<file path="config.mk">
export PLATFORM = sky130hd
export DESIGN_NAME = oepc_ctrl
export DESIGN_NICKNAME = d
export VERILOG_FILES = /design/src/hdl/oepc_pkg.sv /design/src/hdl/oepc_timer.sv /design/src/hdl/oepc_ctrl.sv
export SDC_FILE = /design/constraint.sdc
export NUM_CORES = 1
export LEC_CHECK = 0
export BUFFER_PORTS_ARGS = -buffer_cell sky130_fd_sc_hd__buf_2
export CORE_MARGIN = 5
export CORE_UTILIZATION = 30
export DETAILED_ROUTE_END_ITERATION = 8
export GPL_ROUTABILITY_DRIVEN = 0
export PLACE_DENSITY = 0.51
export SKIP_LAST_GASP = 1
export SYNTH_ARGS = -nofsm -noshare
export SYNTH_HDL_FRONTEND = slang
export SYNTH_HIERARCHICAL = 1
export SYNTH_SLANG_ARGS = --single-unit
export TNS_END_PERCENT = 10
</file>
<file path="constraint.sdc">
create_clock -name MCLK_I -period 2.5 [get_ports MCLK_I]
set_input_delay 0.75 -clock MCLK_I [delete_from_list [all_inputs] [get_ports MCLK_I]]
set_output_delay 0.75 -clock MCLK_I [all_outputs]
set_load 0.005 [all_outputs]
</file>
<file path="src/hdl/oepc_pkg.sv">
// Shared constants and timing counts for the one-time-programmable memory programmer
package oepc_pkg;

    // System clock
    localparam int CLK_PERIOD_NS = 40;

    // Pin widths of the memory and width of the interval timer
    localparam int ADDR_W = 16;
    localparam int DATA_W = 8;
    localparam int TMR_W  = 12;

    // Least time rounded up to whole cycles, never below one
    function automatic int cyc_min(input int t_ns);
        int c;
        c = (t_ns + CLK_PERIOD_NS - 1) / CLK_PERIOD_NS;
        return (c < 1) ? 1 : c;
    endfunction : cyc_min

    // Longest time rounded down to whole cycles, never below one
    function automatic int cyc_max(input int t_ns);
        int c;
        c = t_ns / CLK_PERIOD_NS;
        return (c < 1) ? 1 : c;
    endfunction : cyc_max

    // Times as printed, in ns
    localparam int T_SETUP_NS      = 2000;   // Address, data, supply and margin setups and holds
    localparam int T_A10_NS        = 1000;   // Margin-select settle and hold around chip select
    localparam int T_PULSE_NS      = 100000; // Program pulse
    localparam int T_PULSE_MIN_NS  = 95000;
    localparam int T_PULSE_MAX_NS  = 105000;
    localparam int T_DV_NS         = 1000;   // Chip select low to verify data valid
    localparam int T_MARGIN_PW_NS  = 2000;   // Chip select pulse that latches the margin setting
    localparam int T_TURN_NS       = 200;    // Data bus turnaround after the memory lets go (130 ns)

    // Counts in cycles
    localparam logic [TMR_W-1:0] CYC_SETUP     = TMR_W'(cyc_min(T_SETUP_NS));
    localparam logic [TMR_W-1:0] CYC_A10       = TMR_W'(cyc_min(T_A10_NS));
    localparam logic [TMR_W-1:0] CYC_PULSE     = TMR_W'(cyc_min(T_PULSE_NS));
    localparam logic [TMR_W-1:0] CYC_PULSE_MIN = TMR_W'(cyc_min(T_PULSE_MIN_NS));
    localparam logic [TMR_W-1:0] CYC_PULSE_MAX = TMR_W'(cyc_max(T_PULSE_MAX_NS));
    localparam logic [TMR_W-1:0] CYC_DV        = TMR_W'(cyc_min(T_DV_NS) + 1);
    localparam logic [TMR_W-1:0] CYC_MARGIN_PW = TMR_W'(cyc_min(T_MARGIN_PW_NS));
    localparam logic [TMR_W-1:0] CYC_TURN      = TMR_W'(cyc_min(T_TURN_NS));

    // Pulse budget per byte before the byte is given up
    localparam logic [7:0] MAX_PULSES = 8'h19;

    // Address bit positions with special meaning
    localparam int MARGIN_SEL_BIT = 10;
    localparam int ID_HV_BIT      = 9;

    // Command codes
    localparam logic [2:0] OP_READ         = 3'h0;
    localparam logic [2:0] OP_PROGRAM      = 3'h1;
    localparam logic [2:0] OP_READ_ID      = 3'h2;
    localparam logic [2:0] OP_MARGIN_SET   = 3'h3;
    localparam logic [2:0] OP_MARGIN_CLEAR = 3'h4;

    // Reset values of the pins
    localparam logic [ADDR_W-1:0] ADDR_RST = 16'h0000;
    localparam logic [DATA_W-1:0] DATA_RST = 8'h00;

endpackage : oepc_pkg

</file>
<file path="src/hdl/oepc_timer.sv">
// Down-counting interval timer used to pace every pin edge of the programmer except those set when a command is taken
`timescale 1ns/10ps
module oepc_timer (
    input  wire logic                       clk_i,
    input  wire logic                       rst_n_i,
    input  wire logic                       start_i,
    input  wire logic [oepc_pkg::TMR_W-1:0] load_i,
    output logic                            done_o
);

    logic [oepc_pkg::TMR_W-1:0] cnt_ff;
    logic                       run_ff;

    // Done is high in the last of load_i cycles after the start
    assign done_o = run_ff && (cnt_ff == '0);

    always_ff @(posedge clk_i or negedge rst_n_i) begin
        if (!rst_n_i) begin
            cnt_ff <= '0;
            run_ff <= 1'b0;
        end else if (start_i) begin
            cnt_ff <= load_i - oepc_pkg::TMR_W'(1);
            run_ff <= 1'b1;
        end else if (run_ff) begin
            if (cnt_ff == '0) begin
                run_ff <= 1'b0;
            end else begin
                cnt_ff <= cnt_ff - oepc_pkg::TMR_W'(1);
            end
        end
    end

endmodule : oepc_timer

</file>
<file path="src/hdl/oepc_ctrl.sv">
// Programmer controller that drives a 64K x 8 one-time-programmable memory through its pins
`timescale 1ns/10ps
module oepc_ctrl (
    input  wire logic                        MCLK_I,
    input  wire logic                        RESET_N_I,
    // User command port
    input  wire logic                        CMD_VALID_I,
    input  wire logic [2:0]                  CMD_OP_I,
    input  wire logic [oepc_pkg::ADDR_W-1:0] CMD_ADDR_I,
    input  wire logic [oepc_pkg::DATA_W-1:0] CMD_DATA_I,
    output logic                             CMD_READY_O,
    output logic                             RSP_VALID_O,
    output logic [oepc_pkg::DATA_W-1:0]      RSP_DATA_O,
    output logic                             RSP_FAIL_O,
    output logic [7:0]                       RSP_PULSES_O,
    output logic                             MARGIN_ACTIVE_O,
    // Memory pins
    output logic [oepc_pkg::ADDR_W-1:0]      MEM_ADDR_O,
    output logic                             MEM_ID_HIGH_VOLTAGE_EN_O,
    output logic                             MEM_CHIP_SEL_N_O,
    output logic                             MEM_OUTPUT_GATE_N_O,
    output logic                             MEM_PROGRAM_SUPPLY_EN_O,
    input  wire logic [oepc_pkg::DATA_W-1:0] MEM_DATA_PINS_I,
    output logic [oepc_pkg::DATA_W-1:0]      MEM_DATA_PINS_O,
    output logic                             MEM_DATA_PINS_OE_O
);

    typedef enum logic [3:0] {
        ST_IDLE,
        ST_MG_HV_UP,
        ST_MG_SUPPLY_UP,
        ST_MG_PULSE,
        ST_MG_HOLD,
        ST_MG_SUPPLY_DOWN,
        ST_PG_SETUP,
        ST_PG_PULSE,
        ST_PG_HOLD,
        ST_VF_SETUP,
        ST_VF_ACCESS,
        ST_TURN
    } oepc_state_e;

    oepc_state_e                  state_ff;
    logic [2:0]                   op_ff;
    logic [oepc_pkg::ADDR_W-1:0]  addr_ff;
    logic [oepc_pkg::DATA_W-1:0]  data_ff;
    logic [oepc_pkg::DATA_W-1:0]  rd_ff;
    logic [7:0]                   pulses_ff;
    logic                         margin_ff;
    logic                         margin_tgt_ff;
    logic                         prog_pend_ff;
    logic                         fin_ff;
    logic                         fin_fail_ff;
    logic                         retry_ff;
    logic                         tmr_start_ff;
    logic [oepc_pkg::TMR_W-1:0]   tmr_load_ff;
    logic                         tmr_done;

    logic                         ready_ff;
    logic                         rsp_valid_ff;
    logic [oepc_pkg::DATA_W-1:0]  rsp_data_ff;
    logic                         rsp_fail_ff;
    logic [oepc_pkg::ADDR_W-1:0]  mem_addr_ff;
    logic                         id_hv_ff;
    logic                         cs_n_ff;
    logic                         gate_n_ff;
    logic                         supply_ff;
    logic [oepc_pkg::DATA_W-1:0]  dout_ff;
    logic                         doe_ff;

    // A zero in the memory where a one is wanted can never be repaired by more pulses
    function automatic logic unrepairable(input logic [7:0] rd, input logic [7:0] want);
        return ((~rd & want) != 8'h00);
    endfunction : unrepairable

    oepc_timer u_timer (
        .clk_i   (MCLK_I),
        .rst_n_i (RESET_N_I),
        .start_i (tmr_start_ff),
        .load_i  (tmr_load_ff),
        .done_o  (tmr_done)
    );

    // Sequencer: every pin edge after those set when the command is taken waits until the previous interval has run out
    always_ff @(posedge MCLK_I or negedge RESET_N_I) begin
        if (!RESET_N_I) begin
            state_ff      <= ST_IDLE;
            op_ff         <= oepc_pkg::OP_READ;
            addr_ff       <= oepc_pkg::ADDR_RST;
            data_ff       <= oepc_pkg::DATA_RST;
            rd_ff         <= oepc_pkg::DATA_RST;
            pulses_ff     <= 8'h00;
            margin_tgt_ff <= 1'b0;
            prog_pend_ff  <= 1'b0;
            fin_ff        <= 1'b0;
            fin_fail_ff   <= 1'b0;
            retry_ff      <= 1'b0;
            tmr_start_ff  <= 1'b0;
            tmr_load_ff   <= '0;
            mem_addr_ff   <= oepc_pkg::ADDR_RST;
            id_hv_ff      <= 1'b0;
            cs_n_ff       <= 1'b1;
            gate_n_ff     <= 1'b1;
            supply_ff     <= 1'b0;
            dout_ff       <= oepc_pkg::DATA_RST;
            doe_ff        <= 1'b0;
        end else begin
            tmr_start_ff <= 1'b0;
            fin_ff       <= 1'b0;
            case (state_ff)
                ST_IDLE: begin
                    if (CMD_VALID_I && ready_ff) begin
                        op_ff        <= CMD_OP_I;
                        addr_ff      <= CMD_ADDR_I;
                        data_ff      <= CMD_DATA_I;
                        pulses_ff    <= 8'h00;
                        prog_pend_ff <= 1'b0;
                        tmr_start_ff <= 1'b1;
                        tmr_load_ff  <= oepc_pkg::CYC_SETUP;
                        case (CMD_OP_I)
                            oepc_pkg::OP_READ: begin
                                mem_addr_ff <= CMD_ADDR_I;
                                state_ff    <= ST_VF_SETUP;
                            end
                            oepc_pkg::OP_READ_ID: begin
                                mem_addr_ff <= {15'h0000, CMD_ADDR_I[0]};
                                id_hv_ff    <= 1'b1;
                                state_ff    <= ST_VF_SETUP;
                            end
                            oepc_pkg::OP_PROGRAM: begin
                                if (margin_ff) begin
                                    state_ff    <= ST_PG_SETUP;
                                    mem_addr_ff <= CMD_ADDR_I;
                                    dout_ff     <= CMD_DATA_I;
                                    doe_ff      <= 1'b1;
                                    supply_ff   <= 1'b1;
                                end else begin
                                    // Margin is set first so no pulse lands without it
                                    prog_pend_ff  <= 1'b1;
                                    margin_tgt_ff <= 1'b1;
                                    mem_addr_ff[oepc_pkg::MARGIN_SEL_BIT] <= 1'b1;
                                    id_hv_ff      <= 1'b1;
                                    state_ff      <= ST_MG_HV_UP;
                                end
                            end
                            oepc_pkg::OP_MARGIN_SET, oepc_pkg::OP_MARGIN_CLEAR: begin
                                margin_tgt_ff <= (CMD_OP_I == oepc_pkg::OP_MARGIN_SET);
                                mem_addr_ff[oepc_pkg::MARGIN_SEL_BIT] <= (CMD_OP_I == oepc_pkg::OP_MARGIN_SET);
                                id_hv_ff      <= 1'b1;
                                state_ff      <= ST_MG_HV_UP;
                            end
                            default: begin
                                tmr_start_ff <= 1'b0;
                                fin_ff       <= 1'b1;
                                fin_fail_ff  <= 1'b1;
                            end
                        endcase
                    end
                end
                ST_MG_HV_UP: begin
                    if (tmr_done) begin
                        supply_ff    <= 1'b1;
                        tmr_start_ff <= 1'b1;
                        tmr_load_ff  <= oepc_pkg::CYC_SETUP;
                        state_ff     <= ST_MG_SUPPLY_UP;
                    end
                end
                ST_MG_SUPPLY_UP: begin
                    if (tmr_done) begin
                        cs_n_ff      <= 1'b0;
                        tmr_start_ff <= 1'b1;
                        tmr_load_ff  <= oepc_pkg::CYC_MARGIN_PW;
                        state_ff     <= ST_MG_PULSE;
                    end
                end
                ST_MG_PULSE: begin
                    if (tmr_done) begin
                        cs_n_ff      <= 1'b1;
                        tmr_start_ff <= 1'b1;
                        tmr_load_ff  <= oepc_pkg::CYC_SETUP;
                        state_ff     <= ST_MG_HOLD;
                    end
                end
                ST_MG_HOLD: begin
                    if (tmr_done) begin
                        supply_ff    <= 1'b0;
                        tmr_start_ff <= 1'b1;
                        tmr_load_ff  <= oepc_pkg::CYC_SETUP;
                        state_ff     <= ST_MG_SUPPLY_DOWN;
                    end
                end
                ST_MG_SUPPLY_DOWN: begin
                    if (tmr_done) begin
                        id_hv_ff     <= 1'b0;
                        tmr_start_ff <= 1'b1;
                        if (prog_pend_ff) begin
                            mem_addr_ff  <= addr_ff;
                            dout_ff      <= data_ff;
                            doe_ff       <= 1'b1;
                            supply_ff    <= 1'b1;
                            tmr_load_ff  <= oepc_pkg::CYC_SETUP;
                            state_ff     <= ST_PG_SETUP;
                        end else begin
                            tmr_load_ff <= oepc_pkg::CYC_TURN;
                            state_ff    <= ST_TURN;
                        end
                    end
                end
                ST_PG_SETUP: begin
                    if (tmr_done) begin
                        cs_n_ff      <= 1'b0;
                        pulses_ff    <= pulses_ff + 8'h01;
                        tmr_start_ff <= 1'b1;
                        tmr_load_ff  <= oepc_pkg::CYC_PULSE;
                        state_ff     <= ST_PG_PULSE;
                    end
                end
                ST_PG_PULSE: begin
                    if (tmr_done) begin
                        cs_n_ff      <= 1'b1;
                        tmr_start_ff <= 1'b1;
                        tmr_load_ff  <= oepc_pkg::CYC_SETUP;
                        state_ff     <= ST_PG_HOLD;
                    end
                end
                ST_PG_HOLD: begin
                    if (tmr_done) begin
                        supply_ff    <= 1'b0;
                        doe_ff       <= 1'b0;
                        tmr_start_ff <= 1'b1;
                        tmr_load_ff  <= oepc_pkg::CYC_SETUP;
                        state_ff     <= ST_VF_SETUP;
                    end
                end
                ST_VF_SETUP: begin
                    if (tmr_done) begin
                        cs_n_ff      <= 1'b0;
                        gate_n_ff    <= 1'b0;
                        tmr_start_ff <= 1'b1;
                        tmr_load_ff  <= oepc_pkg::CYC_DV;
                        state_ff     <= ST_VF_ACCESS;
                    end
                end
                ST_VF_ACCESS: begin
                    if (tmr_done) begin
                        rd_ff        <= MEM_DATA_PINS_I;
                        cs_n_ff      <= 1'b1;
                        gate_n_ff    <= 1'b1;
                        id_hv_ff     <= 1'b0;
                        retry_ff     <= 1'b0;
                        tmr_start_ff <= 1'b1;
                        tmr_load_ff  <= oepc_pkg::CYC_TURN;
                        state_ff     <= ST_TURN;
                        if (op_ff == oepc_pkg::OP_PROGRAM) begin
                            if (MEM_DATA_PINS_I == data_ff) begin
                                fin_fail_ff <= 1'b0;
                            end else if (unrepairable(MEM_DATA_PINS_I, data_ff)) begin
                                fin_fail_ff <= 1'b1;
                            end else if (pulses_ff >= oepc_pkg::MAX_PULSES) begin
                                fin_fail_ff <= 1'b1;
                            end else begin
                                retry_ff <= 1'b1;
                            end
                        end else if (op_ff == oepc_pkg::OP_READ) begin
                            fin_fail_ff <= (MEM_DATA_PINS_I != data_ff);
                        end else begin
                            fin_fail_ff <= 1'b0;
                        end
                    end
                end
                ST_TURN: begin
                    // The memory may still drive the bus for up to 130 ns after deselect
                    if (tmr_done) begin
                        if (retry_ff) begin
                            retry_ff     <= 1'b0;
                            dout_ff      <= data_ff;
                            doe_ff       <= 1'b1;
                            supply_ff    <= 1'b1;
                            tmr_start_ff <= 1'b1;
                            tmr_load_ff  <= oepc_pkg::CYC_SETUP;
                            state_ff     <= ST_PG_SETUP;
                        end else begin
                            if (op_ff == oepc_pkg::OP_MARGIN_SET || op_ff == oepc_pkg::OP_MARGIN_CLEAR) begin
                                fin_fail_ff <= 1'b0;
                            end
                            fin_ff   <= 1'b1;
                            state_ff <= ST_IDLE;
                        end
                    end
                end
                default: begin
                    state_ff <= ST_IDLE;
                end
            endcase
        end
    end

    // Margin state mirrors what the memory latched on the last select rise
    always_ff @(posedge MCLK_I or negedge RESET_N_I) begin
        if (!RESET_N_I) begin
            margin_ff <= 1'b0;
        end else if (state_ff == ST_MG_HOLD && tmr_done) begin
            margin_ff <= margin_tgt_ff;
        end
    end

    // Command acceptance; cleared on take so a held valid is not taken twice
    always_ff @(posedge MCLK_I or negedge RESET_N_I) begin
        if (!RESET_N_I) begin
            ready_ff <= 1'b0;
        end else if (state_ff == ST_IDLE && CMD_VALID_I && ready_ff) begin
            ready_ff <= 1'b0;
        end else if (state_ff == ST_IDLE) begin
            ready_ff <= 1'b1;
        end else begin
            ready_ff <= 1'b0;
        end
    end

    // Answer: one-cycle valid, data and status stand until the next answer
    always_ff @(posedge MCLK_I or negedge RESET_N_I) begin
        if (!RESET_N_I) begin
            rsp_valid_ff <= 1'b0;
            rsp_data_ff  <= oepc_pkg::DATA_RST;
            rsp_fail_ff  <= 1'b0;
        end else begin
            rsp_valid_ff <= fin_ff;
            if (fin_ff) begin
                rsp_data_ff <= rd_ff;
                rsp_fail_ff <= fin_fail_ff;
            end
        end
    end

    assign CMD_READY_O              = ready_ff;
    assign RSP_VALID_O              = rsp_valid_ff;
    assign RSP_DATA_O               = rsp_data_ff;
    assign RSP_FAIL_O               = rsp_fail_ff;
    assign RSP_PULSES_O             = pulses_ff;
    assign MARGIN_ACTIVE_O          = margin_ff;
    assign MEM_ADDR_O               = mem_addr_ff;
    assign MEM_ID_HIGH_VOLTAGE_EN_O = id_hv_ff;
    assign MEM_CHIP_SEL_N_O         = cs_n_ff;
    assign MEM_OUTPUT_GATE_N_O      = gate_n_ff;
    assign MEM_PROGRAM_SUPPLY_EN_O  = supply_ff;
    assign MEM_DATA_PINS_O          = dout_ff;
    assign MEM_DATA_PINS_OE_O       = doe_ff;

endmodule : oepc_ctrl

</file>
# Word level (Yosys, flattened, before mapping)
# Index checks and enable logic that the tools add are counted.
# W data, S select, Z words.
dict set report totals {
  in_bits 38
  reg_bits 119
  wordCells 243
  output_inout_bits 49
}
dict set report classes {
  eq_ne 53
  n_reduce_logical 51
  n_bitwise 2
  add_sub_neg 3
  n_lt_le_gt_ge 1
  mux 105
}
# operator count
set op_table {}
lappend op_table {{$mux W12} 11}
lappend op_table {{$pmux W12 S7} 1}
lappend op_table {{$mux W8} 9}
lappend op_table {{$mux W4} 13}
lappend op_table {{$mux W16} 3}
lappend op_table {{$pmux W4 S12} 1}
lappend op_table {{$mux W1} 44}
lappend op_table {{$ne A2 B2 Y1 const B} 20}
lappend op_table {{$pmux W16 S2} 1}
lappend op_table {{$pmux W10 S3} 1}
lappend op_table {{$pmux W8 S3} 1}
lappend op_table {{$sub A12 B1 Y12 const B} 2}
lappend op_table {{$reduce_and A9 Y1} 2}
lappend op_table {{$eq A4 B3 Y1 const B} 4}
lappend op_table {{$eq A4 B4 Y1 const B} 4}
lappend op_table {{$pmux W8 S2} 1}
lappend op_table {{$reduce_and A8 Y1} 2}
lappend op_table {{$reduce_bool A2 Y1} 8}
lappend op_table {{$pmux W5 S3} 1}
lappend op_table {{$pmux W1 S2} 7}
lappend op_table {{$reduce_and A13 Y1} 1}
lappend op_table {{$logic_not A12 Y1} 1}
lappend op_table {{$ne A2 B1 Y1 const B} 6}
lappend op_table {{$pmux W4 S3} 1}
lappend op_table {{other kinds (44)} 70}

# Logic depth before layout (Yosys ltp)
# Gate-level depths: netlist of run 1.
dict set report depth {
  word_depth 8
  depth_mapped 10
  mapped_depth_nobuf 7
}

# By module
# The synthesis of run 1 kept the hierarchy.
# mod area_each_um2 cells_per_inst n_inst seq_area_each_um2
set by_module_without_submodules {}
lappend by_module_without_submodules {oepc_ctrl 4903.5 519 1 2504.9}
lappend by_module_without_submodules {oepc_timer 942.2 102 1 325.3}

# Worst setup path after synthesis of run 1
# Ideal clock, no wire load.
dict set report synth_timing {
  path_kind {flip-flop to flip-flop}
  startpoint {register u_timer/cnt_ff[3] in the netlist's numbering}
  endpoint {register tmr_load_ff[0] in the netlist's numbering}
  setup_ns 0.128
  t_required_ns 2.372
  synth_period_minus_slack_ns 2.654
  arrival_ns 2.526
  slack_ns -0.154
  path_buffers 3
  stages_incl_launch_ff 11
  path_cell_list {dfrtp_1 -> or4_1 -> buf_2 -> nor4_1 -> clkbuf_1 -> nand2_1 -> a22o_1 -> nand2_1 -> and3_1 -> buf_2 -> mux2_1}
}
dict set report synth_via {
  elab_chain_len 4
  elab_cells_between_ends 9
  classes_between {eq/ne (6); reduce/logical (3)}
}
# item line
set synth_rtl {}
lappend synth_rtl {{start: declaration} oepc_timer.sv:11} ;# logic [oepc_pkg::TMR_W-1:0] cnt_ff;
lappend synth_rtl {{start signal: assignment} oepc_timer.sv:22} ;# cnt_ff <= load_i - oepc_pkg::TMR_W'(1);
lappend synth_rtl {{start signal: assignment} oepc_timer.sv:28} ;# cnt_ff <= cnt_ff - oepc_pkg::TMR_W'(1);
lappend synth_rtl {{$logic_not A12 Y1 (*)} oepc_timer.sv:15} ;# assign done_o = run_ff && (cnt_ff == '0);
lappend synth_rtl {{$logic_and A1 B1 Y1 (*)} oepc_timer.sv:15}
lappend synth_rtl {{named net tmr_done} oepc_ctrl.sv:57} ;# logic tmr_done;
lappend synth_rtl {{$ne A2 B1 Y1 (no line) or $ne A2 B2 Y1 (tied branches)} -}
lappend synth_rtl {{$reduce_and A9 Y1 (no line) (*)} -}
lappend synth_rtl {{end signal: assignment} oepc_ctrl.sv:119} ;# tmr_load_ff <= oepc_pkg::CYC_SETUP;
lappend synth_rtl {{end signal: assignment} oepc_ctrl.sv:164} ;# tmr_load_ff <= oepc_pkg::CYC_SETUP;
lappend synth_rtl {{end signal: assignment} oepc_ctrl.sv:172} ;# tmr_load_ff <= oepc_pkg::CYC_MARGIN_PW;
lappend synth_rtl {{end: declaration} oepc_ctrl.sv:56} ;# logic [oepc_pkg::TMR_W-1:0] tmr_load_ff;
# The timed path passes the listed nets; every way through them passes the cells marked *.
# A chain may end at the register's enable or synchronous reset.

# Worst setup path after layout of run 1
dict set report layout_timing {
  startpoint {register u_timer/cnt_ff[11] in the netlist's numbering}
  endpoint {register dout_ff, in the netlist MEM_DATA_PINS_O[4]}
}
dict set report layout_via {
  elab_chain_len 4
  elab_cells_between_ends 5
  classes_between {eq/ne (2); reduce/logical (3)}
}
# item line
set layout_rtl {}
lappend layout_rtl {{$logic_not A12 Y1 (*)} oepc_timer.sv:15}
lappend layout_rtl {{$logic_and A1 B1 Y1 (*)} oepc_timer.sv:15}
lappend layout_rtl {{named net tmr_done} oepc_ctrl.sv:57}
lappend layout_rtl {{$ne A2 B2 Y1 (no line)} -}
lappend layout_rtl {{$reduce_and A8 Y1 (no line) (*)} -}
lappend layout_rtl {{end signal: assignment} oepc_ctrl.sv:105} ;# dout_ff <= oepc_pkg::DATA_RST;
lappend layout_rtl {{end signal: assignment} oepc_ctrl.sv:198} ;# dout_ff <= data_ff;
lappend layout_rtl {{end signal: assignment} oepc_ctrl.sv:276} ;# dout_ff <= data_ff;
lappend layout_rtl {{end: declaration} oepc_ctrl.sv:68} ;# logic [oepc_pkg::DATA_W-1:0] dout_ff;
# Marked as above.

==> out/metrics.cfg, run 1 <==
[placement]
detailed_place_hpwl_um = 11400
numPortBuffers = 86

[yosys]
synth_area_leaders = dfrtp_1, nand2_1, mux2i_1
synth-seq-cells = 113
netlist.top_cell.by_area = dfrtp_1
dominantRegCellSynth = dfrtp_1
syn_area_per_cell_um2 = 9.41
synth_cells = 621
async_reset_ff_frac = 1.00
post-synth-top-area-fraction = 0.475
syn-cell-area_um2 = 5850
yosys_warnings = 6
synth_enable_flop_cells = 0
seq_area_frac_synth = 0.484
ys_types = 70

[finish]
antenna_cells = 0
final_nets = 790
synthToLayoutAreaGrowth_pct = 30.9
drive_above_1_share = 0.283

[worst_setup_path]
worstPathMaxFanout = 6
setup.worst_path.end_class = register
critical_path_required_ns = 2.84
worst-r2r-cell-count = 10
critPathKind = register to register
critical_path_startpoint_category = register
ff2ff_setup_slack_ns = -0.07
cp_data_arrival_time_ns = 2.91

[clock_network]
ctsLongestPathBuffers = 2
cts_num_sinks = 113
ctsRootBufferMaster = clkbuf_16
clk_pin_slew_ns = 0.06
h-tree-depth = 4
tritoncts = built
cts_inserted_buffers = 17
clk-insertion-delay-late_ns = 0.41

[floorplanning]
design.portCount = 87
num_rows = 51
design.die.area_um2 = 22400
die_width_um = 150
design.core.area_um2 = 19300
floorplan.initialDensity = 0.302
fp.dieH_um = 150

[route]
detail_route.vias_per_cell = 4.78
postRouteAntennaNets = 0
remaining_drc_errors = 0
routed_wl_um = 16000
vias = 4871
avgRoutedWirePerCell_um = 15.7
detail_route.first_pass.iterations = 5
drt_first_iter_violations = 207

[power_and_ir_drop]
p_leak_uw = 0.00357
share_of_total_power_in_combinational_logic = 0.033
power_switching_share = 0.200
power.switching_uw = 934
power.sequential.fraction = 0.395
worst_vdd_ir_mv = 0.494
pwr-share-clk = 0.572
internal-power_uw = 3750
power_density_nw_per_um2 = 612

[run]
maxCapViolations = 0

[global_route]
grt_max_degree = 52
globalRoute.totalOverflow = 0
vias_in_the_first_global_route = 4993
grt_first_pass_wirelength_um = 25800
global_router_s_overall_resource_usage = 0.145
grt_antenna_before_repair = 1

[timing]
layout_min_cycle_time_ns = 2.57
holdWs_ns = 0.301
hold_viol_final = 0
final.period_utilization = 1.03
timing.clock.skew_ns = 0.0113
timing_worst_slew_pin_value_ns = 1.02
setup_viol = 11
highest_achievable_clock_rate_mhz = 389
final_critical_path_setup_slack_ns = -0.0710
rsz0062_at_grt = yes
totalNegativeSetupSlack_ns = -0.551
drv_slew = 0
max-slew-margin-rel = 0.319

[status]
violations = negative setup slack
status = finished, violations left

[hold_path]
kind_of_path_behind_the_tightest_hold_check = input port to asynchronous set/reset pin

## cell usage in the layout (no fill, tap or decap), drive strengths merged, types with 8 or more instances in the layout
cell	n
xnor2	8
mux2i	21
ha	12
nor2	41
nand4	8
clkbuf	25
o21ai	45
inv	18
a21oi	30
nand2	131
xor2	18
dfrtp	111
mux2	17
buf	130
or3	10
a22oi	14
## layer usage
layer,part of all wire,vias up,GRT usage,wire length [um]
met5,0.00044,-,0,7
met4,0.0095,2,0.0416,152
met3,0.050,14,0.0482,799
met2,0.47,97,0.224,7480
met1,0.47,2365,0.193,7540
li1,-,2393,-,-
## per-stage QoR
| stage | util | std cells | total power, uW | setup WS, ns | area [um2] |
|---|---|---|---|---|---|
| after floorplan | - | 625 | 1930 | -0.0507 | 5870 |
| after global placement | 0.352 | 978 | 2030 | -0.0849 | 6800 |
| after detailed placement | 0.352 | 978 | 2040 | -0.129 | 6800 |
| after CTS | 0.386 | 1010 | 4740 | -0.0477 | 7470 |
| after global routing | 0.396 | 1018 | 4850 | -0.180 | 7650 |
| final | 0.396 | 1018 | 4680 | -0.0710 | 7650 |
## flip-flops by register name (all words and copies together), names as in the netlist, 3 cells and up
name and count:
MEM_ADDR_O 16, tmr_load_ff 6, RSP_PULSES_O 8, addr_ff 16
data_ff 8, state_ff 4, u_timer/cnt_ff 12, rd_ff 8
RSP_DATA_O 8, op_ff 3, MEM_DATA_PINS_O 8
## final cells by class
cell class	instances	area, um2
Multi-Input combinational cell	457	2910
Inverter	19	71.3
Sequential cell	113	2830
Fill cell	1940	11700
Timing Repair Buffer	132	856
Clock buffer	23	478
Clock inverter	9	178
Tap cell	265	332
## Yosys cell counts, types with 3 or more instances
cell        n
nor2_1     40
buf_2      12
mux2_1      4
nor2b_1     6
nand4_1     8
o21ai_1    18
nor4_1      6
or3_1      10
a22o_1      3
mux2_2     13
mux2i_1    21
or4_1       5
nor3b_1     3
o21ai_0    27
a21oi_1    29
clkbuf_1   17
dfrtp_1   111
o41ai_1     3
and3_1      5
nand3_1     7
nand2b_1    7
nor3_1      6
buf_6       3
nand2_1   130
a31oi_1     4
o32ai_1     3
xnor2_1     8
and2_1      4
inv_1      18
ha_1       12
buf_1       3
xor2_1     18
a22oi_1    14
## path summary, 6_finish.rpt
path                                           startpoint                             end
setup / recovery           u_timer/cnt_ff[11]$_DFFE_PN0P_  MEM_DATA_PINS_O[4]$_DFFE_PN0P_
hold / removal                                  RESET_N_I   u_timer/cnt_ff[8]$_DFFE_PN0P_
setup reg to reg           u_timer/cnt_ff[11]$_DFFE_PN0P_  MEM_DATA_PINS_O[4]$_DFFE_PN0P_
hold reg to reg                    addr_ff[0]$_DFFE_PN0P_          addr_ff[0]$_DFFE_PN0P_
max in group asynchronous                       RESET_N_I     RSP_PULSES_O[7]$_DFFE_PN0P_
min in group MCLK_I                addr_ff[0]$_DFFE_PN0P_          addr_ff[0]$_DFFE_PN0P_
## cells by family (layout without fill, tap and decap cells)
family                     count (synthesis)  after routing  share of synthesized area
and+or+nand+nor                          250            250                      0.200
xor gates and xnor gates                  26             26                     0.0390
AOI/OAI and AO/OA                        125            125                      0.137
DFF                                      113            113                      0.484
muxes                                     38             38                     0.0687
other                                      1              5                   0.000642
buffers and inverters                     55            183                     0.0424
adders and majority gates                 13             13                     0.0274
## worst max-delay path, cell delays in order (launching register included)
cell and delay, ns:
dfrtp_1 0.38, or4_4 0.58, nor4_4 0.30, buf_4 0.21, nand2_2 0.07, a22o_1 0.29
a221oi_4 0.24, buf_6 0.16, clkbuf_16 0.14, nor2_1 0.03, a21oi_1 0.10
## repair_timing
item                       in CTS  in global routing
resized for setup               3                 24
setup endpoints to repair      26                 33
hold buffers                    0                  0
pin swaps                       0                  8
buffers inserted                0                  5
cloned                          0                  3
## power groups by stage
stage	Combinational [uW]	Sequential (uW)	Clock (uW)
2_1_floorplan	46.6	1880	0
3_3_place_gp	153	1880	0
3_5_place_dp	156	1880	0
4_1_cts	157	1850	2730
5_1_grt	178	1850	2830
6_report	153	1850	2680
Power figures use the tool's default switching activity.
==> run 2, diff against run 1 <==
--- a/config.mk
+++ b/config.mk
@@ -5,6 +5,7 @@
 export SDC_FILE = /design/constraint.sdc
 export NUM_CORES = 1
 export LEC_CHECK = 0
+export ABC_AREA = 1
 export BUFFER_PORTS_ARGS = -buffer_cell sky130_fd_sc_hd__buf_2
 export CORE_MARGIN = 5
 export CORE_UTILIZATION = 30
==> run 2 against run 1 <==
Effect of this change: cell count increased by 15%; the run now ends clean; hold slack better by 0.12 ns; clock-buffer cell count is 3 higher; first-iteration DRC count grew 42%; sequential cell count is the same; die area up 5.4%; critical path depth grew 2; register-to-register slack gained 0.34 ns; maximum frequency up 15%; highest routed layer unchanged; utilization decreased by 2.4 points; global-route usage is essentially flat; largest cell class unchanged; clock skew grew 0.0016 ns.
==> out/metrics.cfg, run 2 <==
[clock_network]
tritoncts = built
cts_inserted_buffers = 17
clk-insertion-delay-late_ns = 0.42
postCtsResizedCells = 0
ctsRootBufferMaster = clkbuf_16
ctsLongestPathBuffers = 2
clk_pin_slew_ns = 0.05
cts_num_sinks = 113
h-tree-depth = 4

[worst_setup_path]
setup.worst_path.end_class = register
critical_path_required_ns = 2.85
worstPathMaxFanout = 18
critPathKind = register to register
critical_path_startpoint_category = register
cp_data_arrival_time_ns = 2.59
cpMaxStageDelayCell = dfrtp_1
critPathMaxStageDelay_ns = 0.38
worstPathCellList = nor2_1, nand3_1, nor2_1, nand2_1, nor2_1, inv_1, o21ai_1, nand3_4, nor2_4, buf_12, nand2_1, nand2_1

[finish]
synthToLayoutAreaGrowth_pct = 21.8
final_nets = 940
final_common_cell = nand2_1
drive_above_1_share = 0.229
antenna_cells = 0
commonest_non_fill_non_tap_cells_in_the_layout = nand2_1, dfrtp_1, buf_2, o21ai_0, inv_1

[hold_path]
kind_of_path_behind_the_tightest_hold_check = input port to asynchronous set/reset pin

[power_and_ir_drop]
share_of_total_power_in_combinational_logic = 0.032
internal-power_uw = 3470
p_total_uw = 4380
pwr-share-clk = 0.549
power.sequential.fraction = 0.419
power.switching_uw = 909
worst_vdd_ir_mv = 0.437
p_leak_uw = 0.00392
power_switching_share = 0.208
power_density_nw_per_um2 = 581

[timing]
highest_achievable_clock_rate_mhz = 447
timing.clock.skew_ns = 0.0129
setup_viol = 0
hold_viol_final = 0
layout_min_cycle_time_ns = 2.23
timing_worst_slew_pin_value_ns = 0.666
max-slew-margin-rel = 0.556
totalNegativeSetupSlack_ns = 0
drv_slew = 0
final.period_utilization = 0.894
rsz0062_at_grt = yes

[route]
detail_route.vias_per_cell = 4.52
drt_first_iter_violations = 294
postRouteAntennaNets = 0
avgRoutedWirePerCell_um = 14.1
remaining_drc_errors = 0
detail_route.first_pass.iterations = 4
vias = 5303
routed_wl_um = 16500

[floorplanning]
design.die.area_um2 = 23600
fp.dieH_um = 154
floorplan.initialDensity = 0.306
design.core.area_um2 = 20200
design.portCount = 87
die_width_um = 154
num_rows = 52

[placement]
numPortBuffers = 86
detailed_place_hpwl_um = 11900

[yosys]
seq_area_frac_synth = 0.458
ys_types = 44
synth_enable_flop_cells = 0
synth-seq-cells = 113
most_repeated_cell_in_the_gate_level_netlist_after_synthesis = nand2_1
syn-cell-area_um2 = 6180
netlist_top_cells_count = nand2_1, dfrtp_1, o21ai_0, inv_1, nor2_1
syn_area_per_cell_um2 = 7.78
yosys_warnings = 6
netlist.top_cell.by_area = dfrtp_1
dominantRegCellSynth = dfrtp_1
synth_cells = 795
synth_area_leaders = dfrtp_1, nand2_1, o21ai_0
post-synth-top-area-fraction = 0.449
async_reset_ff_frac = 1.00

[global_route]
globalRoute.totalOverflow = 0
grt_max_degree = 114
grt_antenna_before_repair = 1
global_router_s_overall_resource_usage = 0.144
grt_first_pass_wirelength_um = 27300
vias_in_the_first_global_route = 5073

[status]
status = finished clean

[run]
maxCapViolations = 0

run 2: changes by cell type after synthesis, sizes merged, moves of 10 or more:
cell	change
nand2	+138
inv	+76
o21ai	+63
nand3	+42
nor2	+30
mux2i	-20
a21oi	-19
xor2	-16
a22oi	-14
or3	-10
run 2: layout make-up:
type	instances	area, um2
multi-input combinational	566	2870
tap	270	338
timing repair buffer	98	548
inverter	94	360
clock inverter	5	75.1
clock buffer	26	509
fill	2156	12700
sequential	113	2830
run 2: timing repair:
action / in CTS / in global routing
buffers inserted: 0 / 1
hold endpoints to repair: 0 / 0
endpoints found under the setup margin: 0 / 16
hold buffers: 0 / 0
run 2: worst paths after layout:
| path | start | end | slack (ns) | cells past startpoint |
|---|---|---|---|---|
| min in group MCLK_I | MEM_OUTPUT_GATE_N_O$_DFFE_PN1P_ | MEM_OUTPUT_GATE_N_O$_DFFE_PN1P_ | 0.46 | 2 |
| worst max register to register | u_timer/cnt_ff[10]$_DFFE_PN0P_ | MEM_ADDR_O[1]$_DFFE_PN0P_ | 0.27 | 12 |
| worst max-delay path | u_timer/cnt_ff[10]$_DFFE_PN0P_ | MEM_ADDR_O[1]$_DFFE_PN0P_ | 0.27 | 12 |
| max in group asynchronous | RESET_N_I | addr_ff[15]$_DFFE_PN0P_ | 1.58 | 2 |
| worst min-delay path | RESET_N_I | RSP_DATA_O[2]$_DFFE_PN0P_ | 0.42 | 2 |
| worst min register to register | MEM_OUTPUT_GATE_N_O$_DFFE_PN1P_ | MEM_OUTPUT_GATE_N_O$_DFFE_PN1P_ | 0.46 | 2 |
run 2: power groups by stage:
stage | logic, uW | registers [uW] | clock network (uW)
detailed placement | 144 | 1870 | 0
floorplan | 47.7 | 1870 | 0
CTS | 145 | 1830 | 2460
global route | 163 | 1830 | 2550
global placement | 144 | 1860 | 0
finish | 139 | 1830 | 2400
run 2: cells by family (layout without fill, tap and decap cells):
group | count (synthesis) | after routing | synth area share
and+or+nand+nor | 408 | 408 | 0.296
AOI/OAI and AO/OA | 132 | 132 | 0.120
buffers and inverters | 117 | 223 | 0.0799
muxes | 10 | 10 | 0.0180
xor gates and xnor gates | 2 | 2 | 0.00283
other | 1 | 2 | 0.000606
adders and majority gates | 12 | 12 | 0.0243
DFF | 113 | 113 | 0.458
run 2: critical path: cells and delay by family (launching register included):
kind	cells	cell delay, ns
buffers and inverters	2	0.40
flip-flops	1	0.38
AND/OR/NAND/NOR	9	1.10
AO/OA/AOI/OAI	1	0.28
run 2: metal layers:
layer	global-route usage	routed length, um	up-vias
met4	0.0458	251	2
met1	0.200	8000	2446
met5	0	11	-
met3	0.0385	672	21
met2	0.220	7540	92
li1	-	-	2742
run 2: stage by stage:
step | util | setup WS, ns | instances | area, um2 | hold WS, ns
5_1_grt | 0.372 | -0.0133 | 1172 | 7530 | 0.475
2_1_floorplan | - | 0.614 | 796 | 6190 | 0.352
4_1_cts | 0.371 | 0.0987 | 1171 | 7510 | 0.438
6_report | 0.372 | 0.265 | 1172 | 7530 | 0.416
3_3_place_gp | 0.342 | 0.169 | 1140 | 6920 | 0.449
3_5_place_dp | 0.342 | 0.134 | 1140 | 6920 | 0.454
==> run 3, diff against run 2 <==
--- a/config.mk
+++ b/config.mk
@@ -15,6 +15,5 @@
 export SKIP_LAST_GASP = 1
 export SYNTH_ARGS = -nofsm -noshare
 export SYNTH_HDL_FRONTEND = slang
-export SYNTH_HIERARCHICAL = 1
 export SYNTH_SLANG_ARGS = --single-unit
 export TNS_END_PERCENT = 10
==> run 3 against run 2 <==
Effect of this change: utilization fell by 0.28 points; maximum frequency up 11%; critical endpoint is now state_ff[1]$_DFFE_PN0P_; largest power group is now combinational cells; first-iteration DRC count is 8.8% lower; highest routed layer is now met4; synthesized cell count down 3.0%; synthesized area decreased by 1.8%; hold slack worse by 0.15 ns.
==> out/metrics.cfg, run 3 <==
[status]
status = finished clean

[timing]
rsz0062_at_grt = no
drv_slew = 0
setup_viol = 0
max-slew-margin-rel = 0.654
timing.clock.skew_ns = 0.0125
layout_min_cycle_time_ns = 2.02
totalNegativeSetupSlack_ns = 0
timing_worst_slew_pin_value_ns = 0.513
hold_viol_final = 0
highest_achievable_clock_rate_mhz = 496
final.period_utilization = 0.807

[yosys]
most_repeated_cell_in_the_gate_level_netlist_after_synthesis = nand2_1
synth-seq-cells = 113
post-synth-top-area-fraction = 0.457
synth_cells = 771
syn_area_per_cell_um2 = 7.88
netlist.top_cell.by_area = dfrtp_1
syn-cell-area_um2 = 6070
yosys_warnings = 0
async_reset_ff_frac = 1.00
ys_types = 37
synth_fp_nets = 821
dominantRegCellSynth = dfrtp_1
seq_area_frac_synth = 0.466
synth_enable_flop_cells = 0
netlist_top_cells_count = nand2_1, dfrtp_1, nor2_1, o21ai_0, inv_1
synth_area_leaders = dfrtp_1, nand2_1, o21ai_0

[clock_network]
ctsRootBufferMaster = clkbuf_16
tritoncts = built
cts_num_sinks = 113
cts_hold_buf = 0
cts_inserted_buffers = 17
clk_pin_slew_ns = 0.05
h-tree-depth = 4
postCtsResizedCells = 0
ctsLongestPathBuffers = 2
clk-insertion-delay-late_ns = 0.41
postCtsSetupRepairBufs = 0

[global_route]
grt_antenna_before_repair = 0
grt_first_pass_wirelength_um = 25700
global_router_s_overall_resource_usage = 0.135
vias_in_the_first_global_route = 5047
grt_max_degree = 50
globalRoute.totalOverflow = 0

[finish]
drive_above_1_share = 0.230
antenna_cells = 0
fillerInstances = 2128
final_common_cell = nand2_1
postLayoutCoreUtil = 0.369
synthToLayoutAreaGrowth_pct = 22.2
final_nets = 919
commonest_non_fill_non_tap_cells_in_the_layout = nand2_1, dfrtp_1, buf_2, nor2_1, o21ai_0

[floorplanning]
num_rows = 52
design.core.area_um2 = 20100
die_width_um = 152
fp.dieH_um = 152
design.die.area_um2 = 23200
floorplan.initialDensity = 0.302
design.portCount = 87

[worst_setup_path]
worstPathMaxFanout = 13
critPathMaxStageDelay_ns = 0.39
worst_path_dominant_cell_family = simple AND/OR/NAND/NOR gates
critical_path_required_ns = 2.78
critical_path_startpoint_category = register
critPathKind = register to register
setup.worst_path.end_class = register
worstPathCellList = nor2_1, nand2_1, nor2_1, nand3_2, buf_4, nand2_1, nand3_1, o21ai_0, nand2_1
worst_path_buffer_plus_inverter_count = 1
worst_path_most_repeated_cell = nand2_1
cp_data_arrival_time_ns = 2.30
cpMaxStageDelayCell = dfrtp_1

[route]
routed_wl_um = 15400
remaining_drc_errors = 0
detail_route.vias_per_cell = 4.57
avgRoutedWirePerCell_um = 13.4
detail_route.first_pass.iterations = 6
vias = 5253
drt_first_iter_violations = 268
postRouteAntennaNets = 0

[power_and_ir_drop]
p_leak_uw = 0.00381
worst_vdd_ir_mv = 0.600
power_density_nw_per_um2 = 1150

[hold_path]
kind_of_path_behind_the_tightest_hold_check = input port to asynchronous set/reset pin

[placement]
numPortBuffers = 86
detailed_place_hpwl_um = 11400

[run]
maxCapViolations = 0

[run 3: path summary, 6_finish.rpt]
kind	start	endpoint	slack, ns	cells past startpoint
worst max-delay path	u_timer.cnt_ff[6]$_DFFE_PN0P_	state_ff[1]$_DFFE_PN0P_	0.48	9
worst min-delay path	RESET_N_I	RSP_PULSES_O[3]$_DFFE_PN0P_	0.27	1
worst max register to register	u_timer.cnt_ff[6]$_DFFE_PN0P_	state_ff[1]$_DFFE_PN0P_	0.48	9
worst min register to register	MEM_OUTPUT_GATE_N_O$_DFFE_PN1P_	MEM_OUTPUT_GATE_N_O$_DFFE_PN1P_	0.46	2
max in group asynchronous	RESET_N_I	MEM_CHIP_SEL_N_O$_DFFE_PN1P_	1.60	2
min in group MCLK_I	MEM_OUTPUT_GATE_N_O$_DFFE_PN1P_	MEM_OUTPUT_GATE_N_O$_DFFE_PN1P_	0.46	2
[run 3: stage by stage]
step	std cells	cell area (um2)	total power (uW)	setup WS, ns	hold WS [ns]
after detailed placement	1120	6860	6300	0.384	0.452
after CTS	1150	7420	8650	0.482	0.260
after global placement	1120	6860	6290	0.406	0.449
after floorplan	771	6070	5290	0.745	0.352
after global routing	1150	7420	9320	0.226	0.277
final	1150	7420	8520	0.484	0.267
[run 3: kinds of logic (layout without fill, tap and decap cells)]
logic type / after synthesis / in the layout / synth area share
DFF: 113 / 113 / 0.466
and+or+nand+nor: 384 / 384 / 0.277
adders and majority gates: 12 / 12 / 0.0247
muxes: 14 / 14 / 0.0260
AOI/OAI and AO/OA: 139 / 139 / 0.126
buffers and inverters: 102 / 211 / 0.0702
xor gates and xnor gates: 7 / 7 / 0.0101
[run 3: power by group]
part           internal [uW]  switching [uW]  leakage (uW)
Combinational           1210            2130       0.00221
Clock                   1450             829      0.000269
Sequential              2480             417       0.00133
[run 3: final cells by class]
class                           instances  area [um2]  area share
Timing Repair Buffer                  102         578      0.0779
Clock inverter                          9        83.8      0.0113
Sequential cell                       113        2830       0.381
Inverter                               79         297      0.0399
Multi-Input combinational cell        556        2820       0.380
Clock buffer                           21         480      0.0647
Tap cell                              270         338      0.0455
[run 3: per-layer routing]
metal	vias up	part of all wire	GRT usage
li1	2698	-	-
met3	16	0.056	0.0423
met2	117	0.45	0.210
met4	0	0.013	0.0428
met1	2422	0.48	0.179
met5	-	0	0
[run 3: worst reg2reg max path, cell delays in order (launching register included)]
cell and delay (ns):
dfrtp_1 0.39, nor2_1 0.12, nand2_1 0.06, nor2_1 0.19, nand3_2 0.32, buf_4 0.30, nand2_1 0.08, nand3_1 0.17
o21ai_0 0.21, nand2_1 0.07
